--- src/rtl/tcpd_pkg.sv ---
package tcpd_pkg;

    localparam int ADDR_W = 8;
    localparam int DATA_W = 16;

    // Register word addresses
    localparam logic [7:0] REG_CTRL = 8'h00;
    localparam logic [7:0] REG_COUNT = 8'h01;
    localparam logic [7:0] REG_RELOAD = 8'h02;
    localparam logic [7:0] REG_PWM = 8'h03;
    localparam logic [7:0] REG_DEADBAND = 8'h04;
    localparam logic [7:0] REG_STATUS = 8'h05;
    localparam logic [7:0] REG_MASK = 8'h06;
    localparam logic [7:0] REG_PINS = 8'h07;

    // Control field positions
    localparam int CTRL_EN = 0;
    localparam int CTRL_MODE_LO = 1;
    localparam int CTRL_POL = 3;
    localparam int CTRL_OUTFN = 4;
    localparam int CTRL_PRESC_LO = 5;

    // Status and mask bit positions
    localparam int ST_RELOAD = 0;
    localparam int ST_MATCH = 1;

    // Reset, restart and limit values
    localparam logic [15:0] COUNT_RESTART = 16'h0001;
    localparam logic [15:0] COUNT_RESET = 16'h0001;
    localparam logic [15:0] RELOAD_RESET = 16'hffff;
    localparam logic [15:0] PWM_RESET = 16'h0000;
    localparam logic [7:0] DEADBAND_RESET = 8'h00;
    localparam logic [7:0] DEADBAND_MAX = 8'h80;
    localparam logic [7:0] PRESC_FULL = 8'hff;
    localparam logic [2:0] PRESC_TOP = 3'h7;

    typedef enum logic [1:0] {
        MODE_COUNTER = 2'b00,
        MODE_COMPARATOR = 2'b01,
        MODE_PWM = 2'b10,
        MODE_PWM_DUAL = 2'b11
    } tcpd_mode_t;

    typedef struct packed {
        logic [ADDR_W-1:0] addr;
        logic [DATA_W-1:0] wdata;
        logic write;
        logic read;
    } tcpd_bus_req_t;

    typedef struct packed {
        logic enable;
        tcpd_mode_t mode;
        logic polaritySelect;
        logic outFunction;
        logic [2:0] prescale;
        logic [15:0] count;
        logic [15:0] reload;
        logic [15:0] pwmValue;
        logic [7:0] deadband;
        logic [1:0] status;
        logic [1:0] mask;
        logic [7:0] prescCount;
        logic primary;
        logic [15:0] rdata;
        logic irq;
    } tcpd_state_t;

endpackage

--- src/rtl/tcpd_sync_edge.sv ---
`timescale 1ns/1ps
module tcpd_sync_edge (
    input wire logic clock,
    input wire logic rst,
    input wire logic pinIn,
    output logic rise,
    output logic fall
);
    import tcpd_pkg::*;

    typedef struct packed {
        logic s1;
        logic s2;
        logic s3;
        logic settled;
    } tcpd_sync_t;

    tcpd_sync_t st;
    tcpd_sync_t next_st;
    logic agree;

    assign agree = (st.s2 == st.s3);

    always_comb begin
        next_st.s1 = pinIn;
        next_st.s2 = st.s1;
        next_st.s3 = st.s2;
        next_st.settled = agree ? st.s3 : st.settled;
    end

    always_ff @(posedge clock) begin
        if (rst) begin
            st <= '0;
        end else begin
            st <= next_st;
        end
    end

    // A change counts once the second and third stages agree on it
    assign rise = agree & st.s3 & ~st.settled;
    assign fall = agree & ~st.s3 & st.settled;

endmodule // tcpd_sync_edge

--- src/rtl/tcpd_deadband.sv ---
`timescale 1ns/1ps
module tcpd_deadband (
    input wire logic clock,
    input wire logic rst,
    input wire logic level,
    input wire logic [7:0] delay,
    output logic out
);
    import tcpd_pkg::*;

    typedef struct packed {
        logic out;
        logic [7:0] wait_cnt;
    } tcpd_db_t;

    tcpd_db_t st;
    tcpd_db_t next_st;

    always_comb begin
        next_st = st;
        if (!level) begin
            // Falling edges pass at once
            next_st.out = 1'b0;
            next_st.wait_cnt = 8'h00;
        end else if (!st.out) begin
            if (st.wait_cnt >= delay) begin
                next_st.out = 1'b1;
            end else begin
                next_st.wait_cnt = st.wait_cnt + 8'h01;
            end
        end
    end

    always_ff @(posedge clock) begin
        if (rst) begin
            st <= '0;
        end else begin
            st <= next_st;
        end
    end

    assign out = st.out;

endmodule // tcpd_deadband

--- src/rtl/tcpd_timer.sv ---
// Decided for this implementation: strobed register access and the placing of the registers.
`timescale 1ns/1ps
// Operation
// [RULE1] Counter mode with output function: output pin toggles at every reload.
// [RULE2] Counter mode counts rising or falling input edges; same bit sets initial output.
// [RULE3] Loaded start count used once; after each reload counting restarts at 0001H.
// [RULE4] Software loads the count with 0001H before starting counter mode.
// [RULE5] Software disables, configures, loads counts, sets interrupts, then enables last.
// [RULE6] Count advances exactly one per selected input transition.
// [RULE7] Comparator counter mode counts comparator edges of the selected polarity.
// [RULE8] Prescaler bypassed in comparator counter mode.
// [RULE9] PWM first period runs from the loaded start value up to reload.
// [RULE10] PWM, polarity 0: high fraction is (reload minus PWM value) over reload.
// [RULE11] PWM, polarity 1: high fraction is PWM value over reload.
// [RULE12] Dual PWM counts system clocks and drives primary and second outputs.
// [RULE13] Dual PWM counts up; primary output toggles at PWM match, counting continues.
// [RULE14] Dual PWM at reload: interrupt, count set to 0001H, counting continues.
// [RULE15] Dual PWM polarity 1: start high, low at match, high again at reload.
// [RULE16] Dual PWM polarity 0: start low, high at match, low again at reload.
// [RULE17] Second output is the inverse of the primary, apart from deadband.
// [RULE18] Rising edges of both outputs delayed 0 to 128 clocks; falls not delayed.
module tcpd_timer (
    input wire logic clock,
    input wire logic rst,
    input tcpd_pkg::tcpd_bus_req_t busReq,
    output logic [tcpd_pkg::DATA_W-1:0] rdata,
    input wire logic timerIn,
    input wire logic comparatorOut,
    output logic irq,
    output logic timerOut,
    output logic timerOutComp
);
    import tcpd_pkg::*;

    tcpd_state_t st;
    tcpd_state_t next_st;

    logic inRise;
    logic inFall;
    logic cmpRise;
    logic cmpFall;
    logic dbOut;
    logic dbComp;
    logic prescTick;
    logic countTick;
    logic atReload;
    logic atMatch;
    logic isPwm;
    logic isDual;
    logic startNow;
    logic [7:0] prescLast;
    logic [7:0] dbDelay;
    logic [1:0] events;
    logic [1:0] clearBits;
    logic [15:0] ctrlWord;
    logic [15:0] nextCtrl;

    tcpd_sync_edge u_sync_in (
        .clock(clock),
        .rst(rst),
        .pinIn(timerIn),
        .rise(inRise),
        .fall(inFall)
    );

    tcpd_sync_edge u_sync_cmp (
        .clock(clock),
        .rst(rst),
        .pinIn(comparatorOut),
        .rise(cmpRise),
        .fall(cmpFall)
    );

    // Deadband applies only in dual mode; elsewhere one register of latency
    assign isDual = (st.mode == MODE_PWM_DUAL);
    assign isPwm = (st.mode == MODE_PWM) || isDual;
    assign dbDelay = isDual ? st.deadband : 8'h00;

    tcpd_deadband u_db_main (
        .clock(clock),
        .rst(rst),
        .level(st.primary),
        .delay(dbDelay),
        .out(dbOut)
    ); // RULE18

    tcpd_deadband u_db_comp (
        .clock(clock),
        .rst(rst),
        .level(isDual & st.enable & ~st.primary),
        .delay(dbDelay),
        .out(dbComp)
    ); // RULE17

    assign ctrlWord = {8'h00, st.prescale, st.outFunction, st.polaritySelect, st.mode, st.enable};
    assign nextCtrl = busReq.wdata;
    assign prescLast = ~(PRESC_FULL << st.prescale);
    assign prescTick = (st.prescCount == prescLast);

    always_comb begin
        case (st.mode)
            MODE_COUNTER: begin
                countTick = st.polaritySelect ? inFall : inRise; // RULE2 RULE6
            end
            MODE_COMPARATOR: begin
                countTick = st.polaritySelect ? cmpFall : cmpRise; // RULE7 RULE8
            end
            MODE_PWM: begin
                countTick = prescTick;
            end
            MODE_PWM_DUAL: begin
                countTick = 1'b1; // RULE12
            end
            default: begin
                countTick = 1'b0;
            end
        endcase
    end

    assign atReload = (st.count == st.reload);
    assign atMatch = isPwm && (st.count == st.pwmValue);
    assign startNow = busReq.write && (busReq.addr == REG_CTRL) && nextCtrl[CTRL_EN] && !st.enable;
    assign clearBits = (busReq.write && (busReq.addr == REG_STATUS)) ? busReq.wdata[1:0] : 2'b00;

    always_comb begin
        next_st = st;
        events = 2'b00;

        // Prescaler runs only while enabled in single PWM mode
        if (st.enable && (st.mode == MODE_PWM) && !prescTick) begin
            next_st.prescCount = st.prescCount + 8'h01;
        end else begin
            next_st.prescCount = 8'h00;
        end

        // Counting; software writes below take precedence
        if (st.enable && countTick) begin
            if (atReload) begin
                next_st.count = COUNT_RESTART; // RULE3 RULE14
                events[ST_RELOAD] = 1'b1; // RULE14
                if (isPwm) begin
                    next_st.primary = st.polaritySelect; // RULE15 RULE16
                end else if (st.outFunction) begin
                    next_st.primary = ~st.primary; // RULE1
                end
            end else begin
                next_st.count = st.count + 16'h0001; // RULE6 RULE9 RULE13
                if (atMatch) begin
                    // Count equal to PWM value flips the level away from idle
                    next_st.primary = ~st.polaritySelect; // RULE10 RULE11 RULE13
                    events[ST_MATCH] = 1'b1;
                end
            end
        end

        if (!st.enable) begin
            // Idle level follows the polarity bit so a start begins at it
            next_st.primary = st.polaritySelect; // RULE2 RULE15 RULE16
        end

        if (busReq.write) begin
            if (busReq.addr == REG_CTRL) begin
                next_st.enable = nextCtrl[CTRL_EN];
                next_st.mode = tcpd_mode_t'(nextCtrl[CTRL_MODE_LO +: 2]);
                next_st.polaritySelect = nextCtrl[CTRL_POL];
                next_st.outFunction = nextCtrl[CTRL_OUTFN];
                next_st.prescale = nextCtrl[CTRL_PRESC_LO +: 3];
                if (startNow) begin
                    next_st.primary = nextCtrl[CTRL_POL]; // RULE2
                    next_st.prescCount = 8'h00;
                end
            end else if (busReq.addr == REG_COUNT) begin
                next_st.count = busReq.wdata; // RULE9
            end else if (busReq.addr == REG_RELOAD) begin
                next_st.reload = busReq.wdata;
            end else if (busReq.addr == REG_PWM) begin
                next_st.pwmValue = busReq.wdata;
            end else if (busReq.addr == REG_DEADBAND) begin
                // Values above the longest deadband saturate
                if (busReq.wdata[7:0] > DEADBAND_MAX || busReq.wdata[15:8] != 8'h00) begin
                    next_st.deadband = DEADBAND_MAX;
                end else begin
                    next_st.deadband = busReq.wdata[7:0];
                end
            end else if (busReq.addr == REG_MASK) begin
                next_st.mask = busReq.wdata[1:0];
            end
        end

        // New events beat a same-cycle write-one-to-clear
        next_st.status = (st.status & ~clearBits) | events;
        next_st.irq = |(next_st.status & next_st.mask);

        next_st.rdata = 16'h0000;
        if (busReq.read) begin
            if (busReq.addr == REG_CTRL) begin
                next_st.rdata = ctrlWord;
            end else if (busReq.addr == REG_COUNT) begin
                next_st.rdata = st.count;
            end else if (busReq.addr == REG_RELOAD) begin
                next_st.rdata = st.reload;
            end else if (busReq.addr == REG_PWM) begin
                next_st.rdata = st.pwmValue;
            end else if (busReq.addr == REG_DEADBAND) begin
                next_st.rdata = {8'h00, st.deadband};
            end else if (busReq.addr == REG_STATUS) begin
                next_st.rdata = {14'h0000, st.status};
            end else if (busReq.addr == REG_MASK) begin
                next_st.rdata = {14'h0000, st.mask};
            end else if (busReq.addr == REG_PINS) begin
                next_st.rdata = {13'h0000, dbComp, dbOut, st.primary};
            end
        end
    end

    always_ff @(posedge clock) begin
        if (rst) begin
            st.enable <= 1'b0;
            st.mode <= MODE_COUNTER;
            st.polaritySelect <= 1'b0;
            st.outFunction <= 1'b0;
            st.prescale <= 3'h0;
            st.count <= COUNT_RESET;
            st.reload <= RELOAD_RESET;
            st.pwmValue <= PWM_RESET;
            st.deadband <= DEADBAND_RESET;
            st.status <= 2'b00;
            st.mask <= 2'b00;
            st.prescCount <= 8'h00;
            st.primary <= 1'b0;
            st.rdata <= 16'h0000;
            st.irq <= 1'b0;
        end else begin
            st <= next_st;
        end
    end

    assign rdata = st.rdata;
    assign irq = st.irq;
    assign timerOut = dbOut;
    assign timerOutComp = dbComp;

endmodule // tcpd_timer

--- config.mk ---
export PLATFORM = sky130hd
export DESIGN_NAME = tcpd_timer
export DESIGN_NICKNAME = d
export VERILOG_FILES = /design/src/rtl/tcpd_pkg.sv /design/src/rtl/tcpd_sync_edge.sv /design/src/rtl/tcpd_deadband.sv /design/src/rtl/tcpd_timer.sv
export SDC_FILE = /design/constraint.sdc
export NUM_CORES = 1
export LEC_CHECK = 0
export BUFFER_PORTS_ARGS = -buffer_cell sky130_fd_sc_hd__buf_2
export CAP_MARGIN = 5
export CORE_AREA = 2 2 109 111
export DETAILED_ROUTE_END_ITERATION = 6
export DIE_AREA = 0 0 111 113
export PLACE_DENSITY = 0.76
export SLEW_MARGIN = 20
export SYNTH_ARGS = -nofsm -noshare
export SYNTH_HDL_FRONTEND = slang
export SYNTH_SLANG_ARGS = --single-unit
export TNS_END_PERCENT = 10
--- constraint.sdc ---
create_clock -name clock -period 3.4 [get_ports clock]
set_input_delay 0.68 -clock clock [delete_from_list [all_inputs] [get_ports clock]]
set_output_delay 0.68 -clock clock [all_outputs]
set_load 0.05 [all_outputs]
* After elaboration in Yosys (flattened, before gate mapping) *
Index checks and enable logic that the tools add are counted.

storage, ports and cells
  register bits = 120
  output and inout bits = 19

operators by class
  add/subtract/negate cells = 4
  $lt $le $gt $ge = 3
  eq/ne operators = 15
  shift-type cells = 1
  multiplexer cells = 51
  bitwise logic cells = 31
  reductions and logical operators = 26

operators with widths
  cell                   count
  $mux 16                8
  $mux 56                2
  $mux 8                 9
  $mux 40                1
  $mux 9                 4
  $eq 16x16->1           2
  $eq 8x3->1 const B     4
  $add 8x1->8 const B    3
  $mux 24                1
  $add 16x1->16 const B  1
  $eq 8x2->1 const B     2
  $ge 8x8->1             2
  $mux 2                 8
  $not 1->1              16
  $mux 1                 13
  $mux 11                1
  $and 1x1->1            10
  $mux 3                 3
  $eq 8x1->1 const B     1
  $eq 8x8->1             1
  $gt 8x8->1 const B     1
  $logic_and 1x1->1      8
  $logic_not 8->1        1
  $not 8->8              1
  18 further kinds       28

* Depth between registers and ports, before layout *
  word-level depth = 13
  gate-level depth with buffers = 12
  depth with buffers taken out = 10

* Hierarchy *
A second synthesis with hierarchy kept.

unflattened totals
  cell total of the unflattened synthesis = 820
  area, all modules = 6,688.9 um^2

modules (own cells, without submodules)
  module          times used  cells an instance  area each (um^2)
  tcpd_timer      1           646                5,154.9
  tcpd_deadband   2           72                 611.8
  tcpd_sync_edge  2           15                 155.1

* Worst setup path before layout *
Ideal clock, no wire load.

  kind = register to register
  start = register st, in the netlist ctrlWord[2]
  end = register u_db_comp.st[7] (netlist bit)
  arrival time = 2.854 ns
  required time = 3.324 ns
  slack = 0.470 ns
  stages on the path, launching flop included = 12
  buffers on the path = 2
  period minus slack after synthesis = 2.930 ns
  path through = dfxtp_1 clkbuf_1 and2_1 clkbuf_1 nand2_1 ha_1 a21o_1 a21o_1 a211oi_1 o21ai_1 or4_1 a21oi_1

between the ends
  cells in the longest elaborated chain, start to end = 5
  elaborated cells between the ends (all ways) = 9
  classes of those cells = 1 x order compare; 1 x eq/ne; 1 x mux; 4 x bitwise; 2 x reduce/logical

RTL lines
  what                                                           line                                   RTL
  from (decl)                                                    tcpd_timer.sv:35                       tcpd_state_t st;
  from (signal assigned)                                         tcpd_timer.sv:234                      st <= next_st;
  $eq 2x2->1 (*)                                                 tcpd_timer.sv:75                       assign isDual = (st.mode == MODE_PWM_DUAL);
  $mux 8 or $and 1x1->1 (tied branches)                          tcpd_timer.sv:77, tcpd_timer.sv:90
  $ge 8x8->1 or $and 1x1->1 (tied branches)                      tcpd_deadband.sv:26, tcpd_timer.sv:90
  $not 1->1 (no line)                                            -
  $reduce_and 2->1 (no line) or $reduce_or 2->1 (tied branches)  -
  to (signal assigned)                                           tcpd_deadband.sv:38                    st <= next_st;
  to (decl)                                                      tcpd_deadband.sv:16                    tcpd_db_t st;

Every way passes the cells marked *; elsewhere a longest branch is shown, timed or not.
A chain may end at the register's enable or synchronous reset.

* Worst setup path in the final report *
  start = register st, in the netlist ctrlWord[1]
  end = register u_db_comp.st[7] (netlist bit)

Same word-level chain as after synthesis.

==> summary.md <==
| Metric | Value |
|---|---|
| Post-Route WL | `between 15000 and 20000 um` |
| Syn Nets | `811` |
| Cell area after placement | `0.00661 mm^2` |
| Data required, critical path | `about 3.7 ns` |
| Yosys warnings | `0` |
| Initial detailed-routing violation count | `508` |
| Final setup fails | `0` |
| Clock Latency Late Sink | `~0.42 ns` |
| Core Region | `0.0113 mm^2` |
| Critical path capture point type | `flip-flop` |
| R2R depth | `9` |
| Synthesis-to-finish area growth | `10.2%` |
| Largest cells by area after synthesis | `dfxtp_1, xnor2_1, nand2_1` |
| Setup TNS | `0 ns` |
| Post-DR vias/cell | `between 6 and 7` |
| Number of synthesized flops with an enable pin | `0` |
| Avg WL per Cell | `18.1 um` |
| Starting Density | `a little under three fifths` |
| Crit path DAT | `roughly 3.4 ns` |
| Cell area after layout | `0.00711 mm^2` |
| Vias in the first global route | `between 5000 and 6000` |
| Average cell area after synthesis | `8.52 um^2` |
| Die X | `111 um` |
| I/O pin cnt | `just under 50` |
| Worst R2R Setup Slack | `0.30 ns` |
| Peak VDD IR | `0.000296 V` |
| Total number of vias | `approximately 5600` |
| Clk slew on worst S/H paths | `0.05 ns` |
| DRC violations left | `0` |
| Reg2Reg Launch Point | `ctrlWord[1]$_SDFFE_PP0P_` |
| # diodes | `0` |
| CP Launch Point | `ctrlWord[1]$_SDFFE_PP0P_` |
| Die Height | `about 110 um` |
| CTS tree | `built` |
| Crit Path Max Fanout | `8` |
| Fillers | `970` |
| Crit path to | `u_db_comp.st[7]$_SDFFE_PP0P_` |
| Sink Count | `120` |
| Max_slew headroom | `a little over half` |
| Clock H-tree levels | `4` |
| Final hold violations | `0` |
| Fin crit share | `between 90 and 100%` |
| Final Wtd Congestion | `0.915` |
| Antenna violations before repair | `0` |
| Antenna Nets Post-Route | `0` |
| Gate Count Post-Synth | `757` |
| Die Footprint | `around 0.013 mm^2` |
| Total iterations of the first detailed-routing run | `6` |
| Largest net degree at the start of global routing | `49` |
| Setup Skew | `0.00746 ns` |
| Worst min-delay path category | `reg -> reg` |
| Share of cells above drive strength 1 | `14.3%` |
| RSZ-0062 raised after global routing | `false` |
| CTS Hold Bufs | `0` |
| Leakage | `0.00265 uW` |
| Max Slew Vio Count | `0` |
| WS Path Type | `reg -> reg` |
| Most frequent cells in the layout | `dfxtp_1, nand2_1, nor2_1` |
| Max-cap violation count | `0` |
| Final core utilization | `63.0%` |
| Row count | `39` |
| Commonest non-fill, non-tap cell in the layout | `dfxtp_1` |
| Worst-Margin Slew | `0.697 ns` |
| Register area share after synthesis | `37.3%` |
| Synthesis-stage register bit count | `120` |
| First-pass GRT wire length | `27200 um` |
| Post-CTS Setup Bufs | `0` |
| FMAX | `about 320 MHz` |
| Ys async rst share | `0%` |
| Post-CTS Resized | `0` |
| Nets | `825` |
| Critical Path Source Type | `flip-flop` |
| Yosys top cell by area | `dfxtp_1` |
| Root buf cell | `clkbuf_16` |
| CTS Buffer Depth | `2` |
| Synth top area share | `37.3%` |
| Status | `finished, final reports clean` |
| PortBufs | `48` |
| GRT overflow | `0` |
| R2R Path End | `u_db_comp.st[7]$_SDFFE_PP0P_` |
| Pwr Density | `about 430 mW/mm^2` |
| Final worst path period need | `3.10 ns` |
| Cell area after synthesis | `0.00645 mm^2` |
| Gr usage total | `27.2%` |
| Top_reg_cell synth | `dfxtp_1` |
| Cts bufs inserted | `17` |
| DP HPWL | `11900 um` |
| Library cells used by synthesis | `63` |
worst max-delay path, cell delays in order, from the launching register on:
cell      delay [ns]
dfxtp_1         0.44
and2_1          0.32
nand2_1         0.13
ha_1            0.32
a21o_1          0.18
a21o_1          0.17
a211oi_1        0.43
o21ai_1         0.30
or4_1           0.57
a21oi_1         0.15
Yosys cell counts (9+ instances only):
cell type	count
nand2_1	93
xor2_1	13
nor4_1	14
o21ai_2	10
mux2i_1	27
o21ai_0	9
clkbuf_1	34
and3_1	9
nand4_1	11
ha_1	24
nor2b_1	10
xnor2_1	50
nor2_1	83
inv_1	18
nand2b_1	14
nand3_1	41
nor3_1	9
dfxtp_1	120
buf_4	17
a22oi_1	16
a21oi_1	26
how the worst min path moves through the flow:
stage                                      from                               end  slack, ns  cells past startpoint
2_1_floorplan  u_sync_cmp.next_st[2]$_SDFF_PP0_  u_sync_cmp.next_st[1]$_SDFF_PP0_       0.41                      1
3_3_place_gp    u_sync_in.next_st[2]$_SDFF_PP0_   u_sync_in.next_st[1]$_SDFF_PP0_       0.42                      1
3_5_place_dp   u_sync_cmp.next_st[2]$_SDFF_PP0_  u_sync_cmp.next_st[1]$_SDFF_PP0_       0.42                      1
4_1_cts        u_sync_cmp.next_st[2]$_SDFF_PP0_  u_sync_cmp.next_st[1]$_SDFF_PP0_       0.43                      1
5_1_grt        u_sync_cmp.next_st[2]$_SDFF_PP0_  u_sync_cmp.next_st[1]$_SDFF_PP0_       0.45                      1
6_report       u_sync_cmp.next_st[2]$_SDFF_PP0_  u_sync_cmp.next_st[1]$_SDFF_PP0_       0.43                      1
where the power goes:
part	switching [uW]	internal, uW
Combinational	80.4	36.3
Clock	593	946
Sequential	3.24	1410
cell families after synthesis:
group | share of synthesized area, %
simple gates | 23.1
compound gates | 12.9
fa+ha+maj | 4.81
mux | 6.81
buf+inv | 6.50
flops | 37.3
xor+xnor | 8.56
flip-flops by register name, summed over array words and instances (netlist names):
register            count
u_db_main.out           1
irq                     1
u_db_comp.st            8
ctrlWord                8
u_db_main.st            8
u_db_comp.out           1
u_sync_in.next_st       2
st                     69
u_sync_in.st            2
u_sync_cmp.st           2
u_sync_cmp.next_st      2
rdata                  16
routing by layer:
layer / global-route usage, % / vias to the layer above / routed length [um]
met5: 0 / - / 0
met4: 12.2 / 0 / 403
met3: 7.23 / 47 / 1690
met2: 43.5 / 258 / 7760
met1: 34.7 / 2686 / 6850
li1: - / 2652 / -
final cells by class:
cell class | instances | area [um^2] | share of cell area [%]
clock buffers | 24 | 472 | 6.64
clock inverters | 5 | 25.0 | 0.352
inverters | 19 | 71.3 | 1.00
multi-input cells | 553 | 3630 | 51.0
flip-flops and latches | 120 | 2400 | 33.8
well taps | 143 | 179 | 2.52
repair buffers | 60 | 330 | 4.65
stage by stage:
| step | cells | total power [uW] | hold WS, ns | setup WS (ns) |
|---|---|---|---|---|
| floorplan | 757 | 1510 | 0.414 | 0.470 |
| global placement | 895 | 1560 | 0.415 | 0.479 |
| detailed placement | 895 | 1560 | 0.422 | 0.381 |
| CTS | 924 | 3090 | 0.434 | 0.342 |
| global route | 924 | 3160 | 0.449 | 0.130 |
| finish | 924 | 3070 | 0.431 | 0.300 |
(Power assumes the default switching activity.)
